===== config.mk =====
export PLATFORM = sky130hd
export DESIGN_NAME = sbsi_core
export DESIGN_NICKNAME = d
export VERILOG_FILES = /design/src/sbsi_pkg.sv /design/src/sbsi_core.sv /design/src/sbsi_byte_lane.sv
export SDC_FILE = /design/constraint.sdc
export NUM_CORES = 1
export LEC_CHECK = 0
export ABC_AREA = 1
export BUFFER_PORTS_ARGS = -buffer_cell sky130_fd_sc_hd__buf_2
export CAP_MARGIN = 20
export CORE_MARGIN = 2
export CORE_UTILIZATION = 44
export CTS_CLUSTER_DIAMETER = 60
export DETAILED_ROUTE_END_ITERATION = 10
export GPL_ROUTABILITY_DRIVEN = 0
export GPL_TIMING_DRIVEN = 0
export PLACE_DENSITY = 0.78
export SETUP_SLACK_MARGIN = 0.5
export SLEW_MARGIN = 0
export SYNTH_ARGS = -nofsm -noshare
export SYNTH_HDL_FRONTEND = slang
export SYNTH_SLANG_ARGS = --single-unit
export TNS_END_PERCENT = 5

===== constraint.sdc =====
create_clock -name core_clk -period 1.65 [get_ports core_clk]
set_input_delay 0.495 -clock core_clk [delete_from_list [all_inputs] [get_ports core_clk]]
set_output_delay 0.495 -clock core_clk [all_outputs]
set_load 0.02 [all_outputs]

===== src/sbsi_pkg.sv =====
package sbsi_pkg;

  // ----------------------------------------------------------------
  // Bus phases and line levels
  // ----------------------------------------------------------------

  // Phase codes as {message, control/data, direction} line levels.
  localparam logic [2:0] SBSI_PH_DATA_OUT = 3'h7;
  localparam logic [2:0] SBSI_PH_DATA_IN = 3'h6;
  localparam logic [2:0] SBSI_PH_COMMAND = 3'h5;
  localparam logic [2:0] SBSI_PH_STATUS = 3'h4;
  localparam logic [2:0] SBSI_PH_MSG_OUT = 3'h1;
  localparam logic [2:0] SBSI_PH_MSG_IN = 3'h0;
  localparam int SBSI_PH_MSG_BIT = 2;
  localparam int SBSI_PH_CD_BIT = 1;
  localparam int SBSI_PH_IO_BIT = 0;

  // Active-low lines: asserted level and released level.
  localparam logic SBSI_ASSERTED = 1'h0;
  localparam logic SBSI_RELEASED = 1'h1;

  // Transmission mode select levels.
  localparam logic SBSI_MODE_SINGLE = 1'h0;
  localparam logic SBSI_MODE_DIFF = 1'h1;

  // Byte geometry of the wide data bus.
  localparam int SBSI_BYTE_W = 8;
  localparam int SBSI_DATA_W = 16;

  // Link roles.
  typedef enum logic [1:0] {
    SBSI_ROLE_NONE,
    SBSI_ROLE_INIT,
    SBSI_ROLE_TARGET_ROLE_FLAG
  } sbsi_role_t;

  // Interlocked handshake states.
  typedef enum logic [1:0] {
    SBSI_HS_IDLE,
    SBSI_HS_WAIT_ASSERT,
    SBSI_HS_WAIT_NEGATE
  } sbsi_hs_t;

endpackage


===== src/sbsi_core.sv =====
`timescale 1ns/1ps
`default_nettype none

// Behaviour
// - Target drives low-active request per transfer.
// - Initiator answers each request with acknowledge.
// - Received request/acknowledge pace transfer steps.
// - Initiator drives attention low for message.
// - Message line low only in message phases.
// - Control/data low in command, status, message.
// - Direction low means target to initiator.
// - Busy low marks occupied bus, arbitration.
// - Select low during selection and reselection.
// - Drive bus reset out, accept it in.
// - Separate enables for busy, select, reset.
// - Two bytes, each with odd parity.
// - Enable output per data and parity bit.
// - Role flags: none, target or initiator.
// - Each word moved by interlocked handshake.
module sbsi_core
  import sbsi_pkg::*;
(
  input wire logic core_clk,
  input wire logic rst,
  // User side.
  input wire logic arbitrate,
  input wire logic selectStart,
  input wire logic connectTarget,
  input wire logic connectInit,
  input wire logic disconnect,
  input wire logic busResetReq,
  input wire logic attentionReq,
  input wire logic [2:0] phaseReq,
  input wire logic wordSend,
  input wire logic [15:0] wordOut,
  output logic wordReady,
  output logic wordDone,
  output logic [15:0] wordIn,
  output logic busResetSeen,
  output logic modeDifferential,
  // Bus side, active-low levels.
  input wire logic reqIn,
  input wire logic ackIn,
  input wire logic atnIn,
  input wire logic [2:0] phaseIn,
  input wire logic bsyIn,
  input wire logic selIn,
  input wire logic rstIn,
  input wire logic [15:0] dataBusIn,
  input wire logic transmission_mode_select,
  output logic reqOut,
  output logic reqOe,
  output logic ackOut,
  output logic ackOe,
  output logic atnOut,
  output logic atnOe,
  output logic [2:0] phaseOut,
  output logic phaseOe,
  output logic bsyOut,
  output logic busy_drive_enable,
  output logic selOut,
  output logic select_drive_enable,
  output logic rstOut,
  output logic bus_reset_drive_enable,
  output logic [15:0] dataBusOut,
  output logic upper_byte_parity,
  output logic lower_byte_parity,
  output logic [15:0] data_bit_drive_enable,
  output logic upper_parity_drive_enable,
  output logic lower_parity_drive_enable,
  output logic initiator_role_flag,
  output logic target_role_flag
);

  // ----------------------------------------------------------------
  // State
  // ----------------------------------------------------------------

  typedef struct packed {
    sbsi_role_t role;
    sbsi_hs_t hs;
    logic bsy;
    logic sel;
    logic rstDrv;
    logic atn;
    logic [2:0] phase;
    logic strobe;
    logic done;
    logic [15:0] rx;
  } sbsi_state_t;

  sbsi_state_t st_reg;
  sbsi_state_t st_next;

  logic isTarget;
  logic isInit;
  logic sending;
  logic loadLanes;
  logic releaseLanes;
  logic [8:0] upperEn;
  logic [8:0] lowerEn;

  assign isTarget = (st_reg.role == SBSI_ROLE_TARGET_ROLE_FLAG);
  assign isInit = (st_reg.role == SBSI_ROLE_INIT);
  // Data flows out when the direction bit says so for our role.
  assign sending = isTarget ? (st_reg.phase[SBSI_PH_IO_BIT] == 1'h0)
                 : (phaseIn[SBSI_PH_IO_BIT] == 1'h1);
  assign wordReady = (st_reg.hs == SBSI_HS_IDLE) && (isTarget || isInit);
  assign loadLanes = wordReady && wordSend && sending;
  assign releaseLanes = (st_reg.hs == SBSI_HS_IDLE) && !loadLanes;

  // ----------------------------------------------------------------
  // Next state
  // ----------------------------------------------------------------

  // Role, control lines and the interlocked handshake.
  always_comb
  begin
    st_next = st_reg;
    st_next.done = 1'h0;
    st_next.rstDrv = busResetReq;
    st_next.bsy = arbitrate || (st_reg.role != SBSI_ROLE_NONE);
    st_next.sel = selectStart;
    st_next.atn = isInit && attentionReq;
    if (isTarget)
    begin
      st_next.phase = phaseReq;
    end
    if (disconnect || rstIn == SBSI_ASSERTED)
    begin
      st_next.role = SBSI_ROLE_NONE;
      st_next.hs = SBSI_HS_IDLE;
      st_next.strobe = 1'h0;
    end
    else
    begin
      if (connectTarget)
      begin
        st_next.role = SBSI_ROLE_TARGET_ROLE_FLAG;
      end
      else if (connectInit)
      begin
        st_next.role = SBSI_ROLE_INIT;
      end
      case (st_reg.hs)
        SBSI_HS_IDLE:
        begin
          if (isTarget && wordSend)
          begin
            st_next.strobe = 1'h1;
            st_next.hs = SBSI_HS_WAIT_ASSERT;
          end
          else if (isInit && reqIn == SBSI_ASSERTED)
          begin
            st_next.hs = SBSI_HS_WAIT_ASSERT;
          end
        end
        SBSI_HS_WAIT_ASSERT:
        begin
          if (isTarget && ackIn == SBSI_ASSERTED)
          begin
            if (!sending)
            begin
              st_next.rx = ~dataBusIn;
            end
            st_next.strobe = 1'h0;
            st_next.hs = SBSI_HS_WAIT_NEGATE;
          end
          else if (isInit && (wordSend || !sending))
          begin
            if (!sending)
            begin
              st_next.rx = ~dataBusIn;
            end
            st_next.strobe = 1'h1;
            st_next.hs = SBSI_HS_WAIT_NEGATE;
          end
        end
        SBSI_HS_WAIT_NEGATE:
        begin
          if (isTarget && ackIn == SBSI_RELEASED)
          begin
            st_next.hs = SBSI_HS_IDLE;
            st_next.done = 1'h1;
          end
          else if (isInit && reqIn == SBSI_RELEASED)
          begin
            st_next.strobe = 1'h0;
            st_next.hs = SBSI_HS_IDLE;
            st_next.done = 1'h1;
          end
        end
        default:
        begin
          st_next.hs = SBSI_HS_IDLE;
        end
      endcase
    end
  end

  always_ff @(posedge core_clk or posedge rst)
  begin
    if (rst)
    begin
      st_reg <= '0;
    end
    else
    begin
      st_reg <= st_next;
    end
  end

  // ----------------------------------------------------------------
  // Data lanes
  // ----------------------------------------------------------------

  // Upper and lower byte each carry their own parity.
  sbsi_byte_lane upperLane (
    .core_clk(core_clk),
    .rst(rst),
    .load(loadLanes),
    .release_lane(releaseLanes),
    .byteIn(wordOut[SBSI_DATA_W-1:SBSI_BYTE_W]),
    .busByte(dataBusOut[SBSI_DATA_W-1:SBSI_BYTE_W]),
    .busParity(upper_byte_parity),
    .driveEnable(upperEn)
  );

  sbsi_byte_lane lowerLane (
    .core_clk(core_clk),
    .rst(rst),
    .load(loadLanes),
    .release_lane(releaseLanes),
    .byteIn(wordOut[SBSI_BYTE_W-1:0]),
    .busByte(dataBusOut[SBSI_BYTE_W-1:0]),
    .busParity(lower_byte_parity),
    .driveEnable(lowerEn)
  );

  assign data_bit_drive_enable = {upperEn[SBSI_BYTE_W-1:0],
                                  lowerEn[SBSI_BYTE_W-1:0]};
  assign upper_parity_drive_enable = upperEn[SBSI_BYTE_W];
  assign lower_parity_drive_enable = lowerEn[SBSI_BYTE_W];

  // ----------------------------------------------------------------
  // Control line outputs
  // ----------------------------------------------------------------

  // Active-low lines; each enable is high exactly while driven.
  assign reqOut = isTarget && st_reg.strobe ? SBSI_ASSERTED : SBSI_RELEASED;
  assign reqOe = isTarget && st_reg.strobe;
  assign ackOut = isInit && st_reg.strobe ? SBSI_ASSERTED : SBSI_RELEASED;
  assign ackOe = isInit && st_reg.strobe;
  assign atnOut = st_reg.atn ? SBSI_ASSERTED : SBSI_RELEASED;
  assign atnOe = st_reg.atn;
  assign phaseOut = isTarget ? st_reg.phase : {3{SBSI_RELEASED}};
  assign phaseOe = isTarget;
  assign bsyOut = st_reg.bsy ? SBSI_ASSERTED : SBSI_RELEASED;
  assign busy_drive_enable = st_reg.bsy;
  assign selOut = st_reg.sel ? SBSI_ASSERTED : SBSI_RELEASED;
  assign select_drive_enable = st_reg.sel;
  assign rstOut = st_reg.rstDrv ? SBSI_ASSERTED : SBSI_RELEASED;
  assign bus_reset_drive_enable = st_reg.rstDrv;
  assign initiator_role_flag = isInit;
  assign target_role_flag = isTarget;
  assign wordDone = st_reg.done;
  assign wordIn = st_reg.rx;
  assign busResetSeen = (rstIn == SBSI_ASSERTED);
  assign modeDifferential = (transmission_mode_select == SBSI_MODE_DIFF);
endmodule
`default_nettype wire


===== src/sbsi_byte_lane.sv =====
`timescale 1ns/1ps
`default_nettype none

// Registered drive of one data byte and its odd parity bit.
module sbsi_byte_lane
  import sbsi_pkg::*;
(
  input wire logic core_clk,
  input wire logic rst,
  input wire logic load,
  input wire logic release_lane,
  input wire logic [7:0] byteIn,
  output logic [7:0] busByte,
  output logic busParity,
  output logic [8:0] driveEnable
);

  typedef struct packed {
    logic [7:0] data;
    logic par;
    logic drive;
  } sbsi_lane_t;

  sbsi_lane_t lane_reg;
  sbsi_lane_t lane_next;

  // Loads the byte; the parity bit makes the count of ones odd.
  always_comb
  begin
    lane_next = lane_reg;
    if (release_lane)
    begin
      lane_next.drive = 1'h0;
    end
    else if (load)
    begin
      lane_next.data = byteIn;
      lane_next.par = ~(^byteIn);
      lane_next.drive = 1'h1;
    end
  end

  always_ff @(posedge core_clk or posedge rst)
  begin
    if (rst)
    begin
      lane_reg <= '0;
    end
    else
    begin
      lane_reg <= lane_next;
    end
  end

  // Lines are released high when not driven.
  assign busByte = lane_reg.drive ? ~lane_reg.data
                 : {SBSI_BYTE_W{SBSI_RELEASED}};
  assign busParity = lane_reg.drive ? ~lane_reg.par : SBSI_RELEASED;
  assign driveEnable = {9{lane_reg.drive}};
endmodule
`default_nettype wire


==> results_dict.tcl, run 1 <==
set metrics [dict create \
    status "complete, but fails checks" \
    violations "setup timing" \
    drive_above_1_share_pct 48.73 \
    synth_top_area_share_pct 39.88 \
    grt_max_degree 49 \
    htreeDepth 2 \
    async_flop_share_pct 100.0 \
    timing.rr.end "upperLane.lane_reg[8]$_DFFE_PP0P_" \
    io_buffers 122 \
    cts_buffers 5 \
    antenna_cells 0 \
    p_int_w 0.002213 \
    reg2reg_depth 11 \
    post-route-drc-count 0 \
    yosysTopAreaCell "dfrtp_1" \
    rsz0062_at_grt "yes" \
    clk_latency_ps 290 \
    start_util_pct 44.82 \
    total_power_w 0.003349 \
    first_pass_iters 4 \
    fmax_mhz 549.1 \
    p_switching_w 0.001136 \
    clk_pin_slew_ps 90 \
    combPwrFrac_pct 32.6 \
    setup_tns_ps -4561 \
    crit_type "flip-flop to primary output" \
    fin_util_pct 70.88 \
    synthTopCellsByArea "dfrtp_1, nand2_1, buf_4, inv_1, o21ai_2" \
    worstMarginPinSlew_ps 260.8 \
    synth_area_um2 3012 \
    clockBufferDepth 2 \
    wl_per_cell_um 12.28 \
    core.rowCount 30 \
    setup_violations 56 \
    grt_use_total_pct 20.34 \
    die_area_um2 7522 \
    area_growth_pct 58.12 \
    vias_per_cell 4.642 \
    worstPathRequired_ps 1150 \
    hold_path.class "input port to asynchronous set/reset pin" \
    clock_power_share_pct 20.3 \
    overflow 0 \
    r2r_start "st_reg[27]$_DFFE_PP0P_" \
    place_inst 606 \
    start_kind "flip-flop" \
    cp.arrival_ps 1330 \
    wirelength_um 7760 \
    endpoint "target_role_flag" \
    initialDrtViolationCount 128 \
    maxCapViolCount 0 \
    synth-main-ff-cell "dfrtp_1" \
    seq_area_frac_synth_pct 39.88 \
    die_y_um 86.73 \
    dp_hpwl_um 5164 \
    cellPowerDensity_nw_per_um2 703.3 \
    grt_pass1_vias 2776 \
    core-area_um2 6719 \
    pin_count 129 \
    cts_root_buf "clkbuf_8" \
    grt_antenna_before_repair 0 \
    timing.final.crit_share_pct 110.4 \
    post-place-ws_ps -158.4 \
    synth_edf_count 0 \
    cts_tree "built" \
    layout_setup_ws_ps -171.2 \
    synth_seq_cells 48 \
    leakagePower_nw 2.714 \
    final_antenna_net_count 0 \
    synthTopCellsByCount "nand2_1, inv_1, dfrtp_1, buf_4" \
    die_w_um 86.73 \
    vias 2934 \
    synth.avg_cell_area_um2 7.455 \
    cp_max_fo 4 \
    endpoint_kind "primary output" \
    hold_violations 0 \
    synthCells 404 \
    ys_warn_count 0 \
    power_frac_seq_pct 47.1 \
    layout_min_cycle_time_ps 1821 \
    layout.nets 615 \
    cts.sinks 48 \
    ir_drop_uv 360.2 \
    synth.net_count 468 \
    critPathLaunch "st_reg[28]$_DFFE_PP0P_" \
    grt_pass1_wl_um 12230 \
    final_max_slew_viol_count 0 \
    rrSetupSlack_ps -130 \
    synth_most_common_cell "nand2_1" \
    slew-limit-headroom_pct 82.55 \
    final-instance-count-excl-fill 632 \
    switching_share_pct 33.92 \
    clock-skew-final_ps 7.518 \
    yosysUniqueCellTypes 24 \
]
==> power by group through the flow <==
stage / clock [W] / sequential (W) / combinational [W]
6_report: 0.000678 / 0.00158 / 0.00109
5_1_grt: 0.000753 / 0.00160 / 0.00120
4_1_cts: 0.000704 / 0.00154 / 0.00101
3_5_place_dp: 0 / 0.00155 / 0.000843
3_3_place_gp: 0 / 0.00154 / 0.000821
2_1_floorplan: 0 / 0.00153 / 0.000613
==> repair_timing <==
item                       4_1_cts  5_1_grt
setup buffers                   10        5
hold buffers                     0        0
resized for setup              161       37
gates cloned                     0        2
pin swaps                        9       10
setup endpoints to repair      115      116
==> layout by cell type (no fill, tap or decap) <==
cell	Yosys	routed
nand2_1	166	135
buf_6	4	75
buf_2	0	66
inv_1	61	53
dfrtp_1	48	46
buf_4	37	36
nand2_2	1	18
o21ai_2	16	16
nand4_1	16	16
nor2_1	13	12
nand2_4	3	12
inv_2	4	8
ha_4	0	6
nand2_8	0	5
nand3_1	6	5
clkbuf_8	0	5
clkbuf_16	0	4
o21ai_0	5	4
inv_4	0	3
a21oi_1	4	3
ha_1	9	3
buf_12	0	2
buf_8	0	2
clkbuf_1	3	2
dfrtp_2	0	2
nor2_4	1	1
nor3_4	1	1
nand3_2	0	1
nor2_8	1	1
nand3_4	1	1
a21oi_2	0	1
clkinvlp_4	0	1
a211oi_1	1	1
o21ai_1	0	1
nor2_2	0	1
nand3b_1	1	1
xnor2_1	1	1
clkinv_2	0	1
==> cells by family after synthesis <==
group                      synth area share [%]
and+or+nand+nor                           30.37
buffers and inverters                     19.32
DFF                                       39.88
AOI/OAI and AO/OA                         6.398
adders and majority gates                 3.739
xor gates and xnor gates                 0.2909
==> cell type report <==
class | instances | area (µm²)
Fill cell | 523 | 1957
Multi-Input combinational cell | 246 | 1506
Sequential cell | 48 | 1204
Timing Repair Buffer | 140 | 1150
Buffer | 45 | 465.4
Inverter | 65 | 255.2
Tap cell | 80 | 100.1
Clock buffer | 7 | 76.32
Clock inverter | 1 | 5.005
==> worst max-delay path, stage by stage, from the launching register on <==
cell and delay, ps:
dfrtp_2 460, buf_6 140, ha_4 170, buf_4 130, buf_6 120
==> metal layers <==
metal | routed length [µm] | global-route usage, %
met1 | 3059 | 24.67
met2 | 4249 | 36.78
met3 | 308 | 3.238
met4 | 142 | 6.392
met5 | 0 | 0
==> how the worst min path moves through the flow <==
stage                     slack (ps)         from                       endpoint
after floorplan                  440    flip-flop                      flip-flop
after global placement           460    flip-flop                      flip-flop
after detailed placement         460    flip-flop                      flip-flop
after CTS                        290  selectStart  select_drive_enable$_DFF_PP0_
after global routing             100          rst     asynchronous set/reset pin
final                            100          rst     asynchronous set/reset pin
==> per-stage QoR <==
| step | hold slack [ps] | area, µm² |
|---|---|---|
| final | 103.2 | 4762 |
| after floorplan | 443.1 | 3122 |
| after global routing | 97.50 | 4762 |
| after CTS | 292.8 | 4533 |
| after global placement | 456.8 | 3832 |
| after detailed placement | 461.3 | 3832 |
No activity file was read; power rests on OpenSTA's default activity.
==> inputs of run 2 (changes only) <==
- SKIP_LAST_GASP: default -> 1
==> results_dict.tcl, run 2 (synthesis gave the netlist of run 1 again) <==
set metrics [dict create \
    status "complete, but fails checks" \
    violations "setup timing" \
    crit_type "flip-flop to primary output" \
    overflow 0 \
    io_buffers 122 \
    leakagePower_nw 2.582 \
    post-place-ws_ps -158.4 \
    cts_hold_buf 0 \
    worstPathRequired_ps 1150 \
    slew-limit-headroom_pct 73.76 \
    grt.met2_usage_pct 33.01 \
    setup_violations 71 \
    dp_hpwl_um 5164 \
    final_cell_mix "nand2_1, buf_2, buf_4" \
    clk_pin_slew_ps 90 \
    cts.sinks 48 \
    layout_min_cycle_time_ps 1836 \
    rrSetupSlack_ps -120 \
    ir_drop_uv 351.7 \
    timing.rr.end "upperLane.lane_reg[8]$_DFFE_PP0P_" \
    core-area_um2 6719 \
    drive_above_1_share_pct 44.88 \
    endpoint "initiator_role_flag" \
    fmax_mhz 544.6 \
    clk_latency_ps 290 \
    layout.nets 620 \
    clockBufferDepth 2 \
    place_area_um2 3832 \
    vias_per_cell 4.559 \
    switching_share_pct 33.47 \
    final_common_cell "nand2_1" \
    grt_max_degree 49 \
    antenna_cells 0 \
    die_w_um 86.73 \
    critPathLaunch "st_reg[28]$_DFFE_PP0P_" \
    grt-busiest-layer "met2" \
    power_frac_seq_pct 48.8 \
    grt_pass1_vias 2609 \
    p_switching_w 0.001057 \
    path_cells "inv_2 -> buf_4 -> ha_2 -> buf_4" \
    grt_antenna_before_repair 0 \
    cp_common_cell "buf_4" \
    clock_power_share_pct 21.3 \
    worstMarginPinSlew_ps 393.6 \
    endpoint_kind "primary output" \
    die_area_um2 7522 \
    r2r_start "st_reg[27]$_DFFE_PP0P_" \
    start_kind "flip-flop" \
    layout_setup_ws_ps -186.2 \
    vias 2904 \
    cpMaxStageDelayCell "dfrtp_2" \
    pin_count 129 \
    use_met3_pct 3.238 \
    post-route-drc-count 0 \
    cts_buffers 5 \
    timing.final.crit_share_pct 111.3 \
    cts_tree "built" \
    first_pass_iters 5 \
    cellPowerDensity_nw_per_um2 732.8 \
    cp_max_fo 3 \
    final_antenna_net_count 0 \
    wirelength_um 7110 \
    rsz0062_at_grt "yes" \
    hold_violations 0 \
    final_max_slew_viol_count 0 \
    initialDrtViolationCount 159 \
    reg2reg_depth 11 \
    cp.arrival_ps 1340 \
    maxCapViolCount 0 \
    clock-skew-final_ps 8.045 \
    htreeDepth 2 \
    combPwrFrac_pct 29.9 \
    grt_pass1_wl_um 11340 \
    p_int_w 0.002101 \
    cts_root_buf "clkbuf_8" \
    area_growth_pct 43.12 \
    core.rowCount 30 \
    setup_tns_ps -6143 \
    wl_per_cell_um 11.16 \
    design_area_um2 4310 \
    slowest_delay_ps 450 \
    grt_use_total_pct 18.73 \
    hold_path.class "input port to asynchronous set/reset pin" \
    grt_use_met1_pct 23.33 \
    die_y_um 86.73 \
    start_util_pct 44.82 \
]
run 2: changes by cell type in the layout (fill, tap and decap cells not counted), moves of 3 or more:
cell / previous run / this run
buf_6: 75 / 11
buf_2: 66 / 114
buf_4: 36 / 58
nand2_1: 135 / 152
nand2_2: 18 / 4
inv_1: 53 / 56
nand2_4: 12 / 9
run 2: final cells by class:
class                   instances  area [µm²]
multi-input cells             246        1418
plain buffers                  45       394.1
fillers                       564        2409
flip-flops and latches         48        1204
clock inverters                 1       5.005
clock buffers                   7       76.32
well taps                      80       100.1
inverters                      65       250.2
repair buffers                145       863.3
run 2: layer usage:
layer,vias up,share of wire (%),wire [µm]
li1,1490,-,-
met1,1327,41,2939
met2,81,53,3774
met3,6,4.2,298
met4,0,1.4,97
met5,-,0,0
run 2: stage by stage:
stage               power (W)  cells  util [%]  hold WS [ps]
finish               0.003159    637     64.15         107.4
global route         0.003377    637     64.15         102.8
CTS                  0.003128    624     61.45         292.8
detailed placement   0.002396    606     57.04         461.3
global placement     0.002360    606     57.04         456.8
floorplan            0.002143    404         -         443.1
run 2: how the worst min path moves through the flow:
stage	start	end	cells after the start
floorplan	flip-flop	flip-flop	2
global placement	flip-flop	flip-flop	2
detailed placement	flip-flop	flip-flop	2
CTS	selectStart	select_drive_enable$_DFF_PP0_	1
global route	rst	asynchronous set/reset pin	2
finish	rst	asynchronous set/reset pin	2
run 2: what timing repair did:
item	4_1_cts	5_1_grt
pin swaps	6	5
buffers inserted	10	11
setup endpoints to repair	115	116
cloned	0	1
gates resized for setup	36	14
run 2: critical path: cells and delay by family (launching register included):
kind / cells / cell delay [ps]
buffers and inverters: 3 / 400
adders and majority gates: 1 / 200
DFF: 1 / 450
run 2: power groups by stage:
stage / combinational [W] / sequential, W / clock, W
final: 0.000946 / 0.00154 / 0.000671
after global routing: 0.00105 / 0.00157 / 0.000753
after detailed placement: 0.000843 / 0.00155 / 0
after CTS: 0.000898 / 0.00153 / 0.000704
after floorplan: 0.000613 / 0.00153 / 0
after global placement: 0.000821 / 0.00154 / 0
==> inputs of run 3 (changes only) <==
- CELL_PAD_IN_SITES_DETAIL_PLACEMENT: default -> 1
- CELL_PAD_IN_SITES_GLOBAL_PLACEMENT: default -> 1
- CORE_UTILIZATION: 44 -> 30
- PLACE_DENSITY: 0.78 -> default
- PLACE_DENSITY_LB_ADDON: default -> 0.1
==> results_dict.tcl, run 3 (synthesis gave the netlist of run 1 again) <==
set metrics [dict create \
    first_pass_iters 4 \
    hold_violations 0 \
    cp.arrival_ps 1330 \
    cp_max_fo 6 \
    setup_tns_ps -6339 \
    start_kind "flip-flop" \
    die_w_um 104.2 \
    dr_wl_met3_um 468 \
    cts_hold_buf 0 \
    vias 2905 \
    routed.top_layer "met4" \
    antenna_cells 0 \
    cellPowerDensity_nw_per_um2 769.2 \
    vias_per_cell 4.247 \
    crit_type "flip-flop to primary output" \
    slew-limit-headroom_pct 72.71 \
    die_area_um2 10860 \
    clk_latency_ps 300 \
    wirelength_um 8249 \
    grt_use_total_pct 15.24 \
    drive_above_1_share_pct 43.38 \
    cts_root_buf "clkbuf_8" \
    io_buffers 122 \
    grt_max_degree 39 \
    rsz0062_at_grt "yes" \
    clk_pin_slew_ps 90 \
    post-place-ws_ps -255.9 \
    worstPathRequired_ps 1150 \
    clock-skew-final_ps 6.019 \
    dp_hpwl_um 6283 \
    cts_tree "built" \
    cts_buffers 5 \
    whs_ps 135.8 \
    leakagePower_nw 2.571 \
    final_max_slew_viol_count 0 \
    violations "setup timing" \
    worstMarginPinSlew_ps 409.3 \
    wl_met1_um 3856 \
    post-route-drc-count 0 \
    timing.final.crit_share_pct 110.5 \
    initialDrtViolationCount 83 \
    start_util_pct 30.81 \
    grt_pass1_vias 2906 \
    layout.nets 614 \
    core-area_um2 9774 \
    final_cell_mix "nand2_1, buf_2, inv_1" \
    hold_path.class "input port to asynchronous set/reset pin" \
    reg2reg_depth 11 \
    htreeDepth 2 \
    die_y_um 104.2 \
    cts.sinks 48 \
    pin_count 129 \
    grt_pass1_wl_um 13640 \
    layout_setup_ws_ps -172.7 \
    fmax_mhz 548.6 \
    place_inst 660 \
    overflow 0 \
    status "complete, but fails checks" \
    wl_met2_um 3853 \
    final_antenna_net_count 0 \
    wl_per_cell_um 12.06 \
    grt_antenna_before_repair 0 \
    maxCapViolCount 0 \
    setup_violations 66 \
    final_common_cell "nand2_1" \
    final-instance-count-excl-fill 684 \
    endpoint_kind "primary output" \
    area_growth_pct 44.37 \
    ir_drop_uv 316.2 \
    layout_min_cycle_time_ps 1823 \
    clockBufferDepth 2 \
    core.rowCount 36 \
]
## run 3: cell count changes in the layout (fill, tap and decap cells not counted), sizes merged
cell and delta:
buf -5, bufinv +1, clkbuf -3, clkinvlp +1
## run 3: area by class of cell
class                           count  area [µm²]
Clock buffer                        5       68.82
Multi-Input combinational cell    246        1400
Buffer                             45       392.9
Inverter                           65       255.2
Timing Repair Buffer              139       818.3
Sequential cell                    48        1204
Tap cell                          133       166.4
Fill cell                        1251        5426
Clock inverter                      3       42.54
## run 3: worst paths after layout
| check | end | slack, ps | start |
|---|---|---|---|
| max | reqOe | -170 | st_reg[27]$_DFFE_PP0P_ |
| min | st_reg[28]$_DFFE_PP0P_ | 140 | rst |
| max reg2reg | flip-flop | -100 | st_reg[28]$_DFFE_PP0P_ |
| min reg2reg | flip-flop | 480 | flip-flop |
| max in group asynchronous | lowerLane.driveEnable[0]$_DFFE_PP0P_ | 1020 | rst |
| min in group core_clk | select_drive_enable$_DFF_PP0_ | 290 | selectStart |
## run 3: what timing repair did
item	CTS	global route
pin swaps	2	5
setup endpoints to repair	116	116
buffers inserted	9	6
gates resized for setup	36	10
cloned	0	1
## run 3: routing by layer
layer  track usage [%]  vias to the layer above
met1             20.15                     1344
met5                 0                        -
met2             25.61                       84
met4             2.896                        0
met3             3.571                        5
li1                  -                     1472
## run 3: power by group
| group | internal [W] | switching (W) |
|---|---|---|
| sequential | 0.00137 | 0.000156 |
| combinational | 0.000412 | 0.000519 |
| clock | 0.000449 | 0.000432 |
| total | 0.00224 | 0.00111 |
## run 3: stage by stage
step	cell area (µm²)	utilization, %	total power, W
finish	4348	44.48	0.003344
global route	4348	44.48	0.003573
CTS	4229	43.27	0.003358
detailed placement	3919	40.09	0.002414
global placement	3899	39.89	0.002380
floorplan	3122	-	0.002143
## run 3: worst max-delay path, cell delays in order, from the launching register on
cell and delay, ps:
dfrtp_1 420, inv_4 120, ha_4 160, buf_8 110, nand2_4 50, inv_2 60
buf_6 100
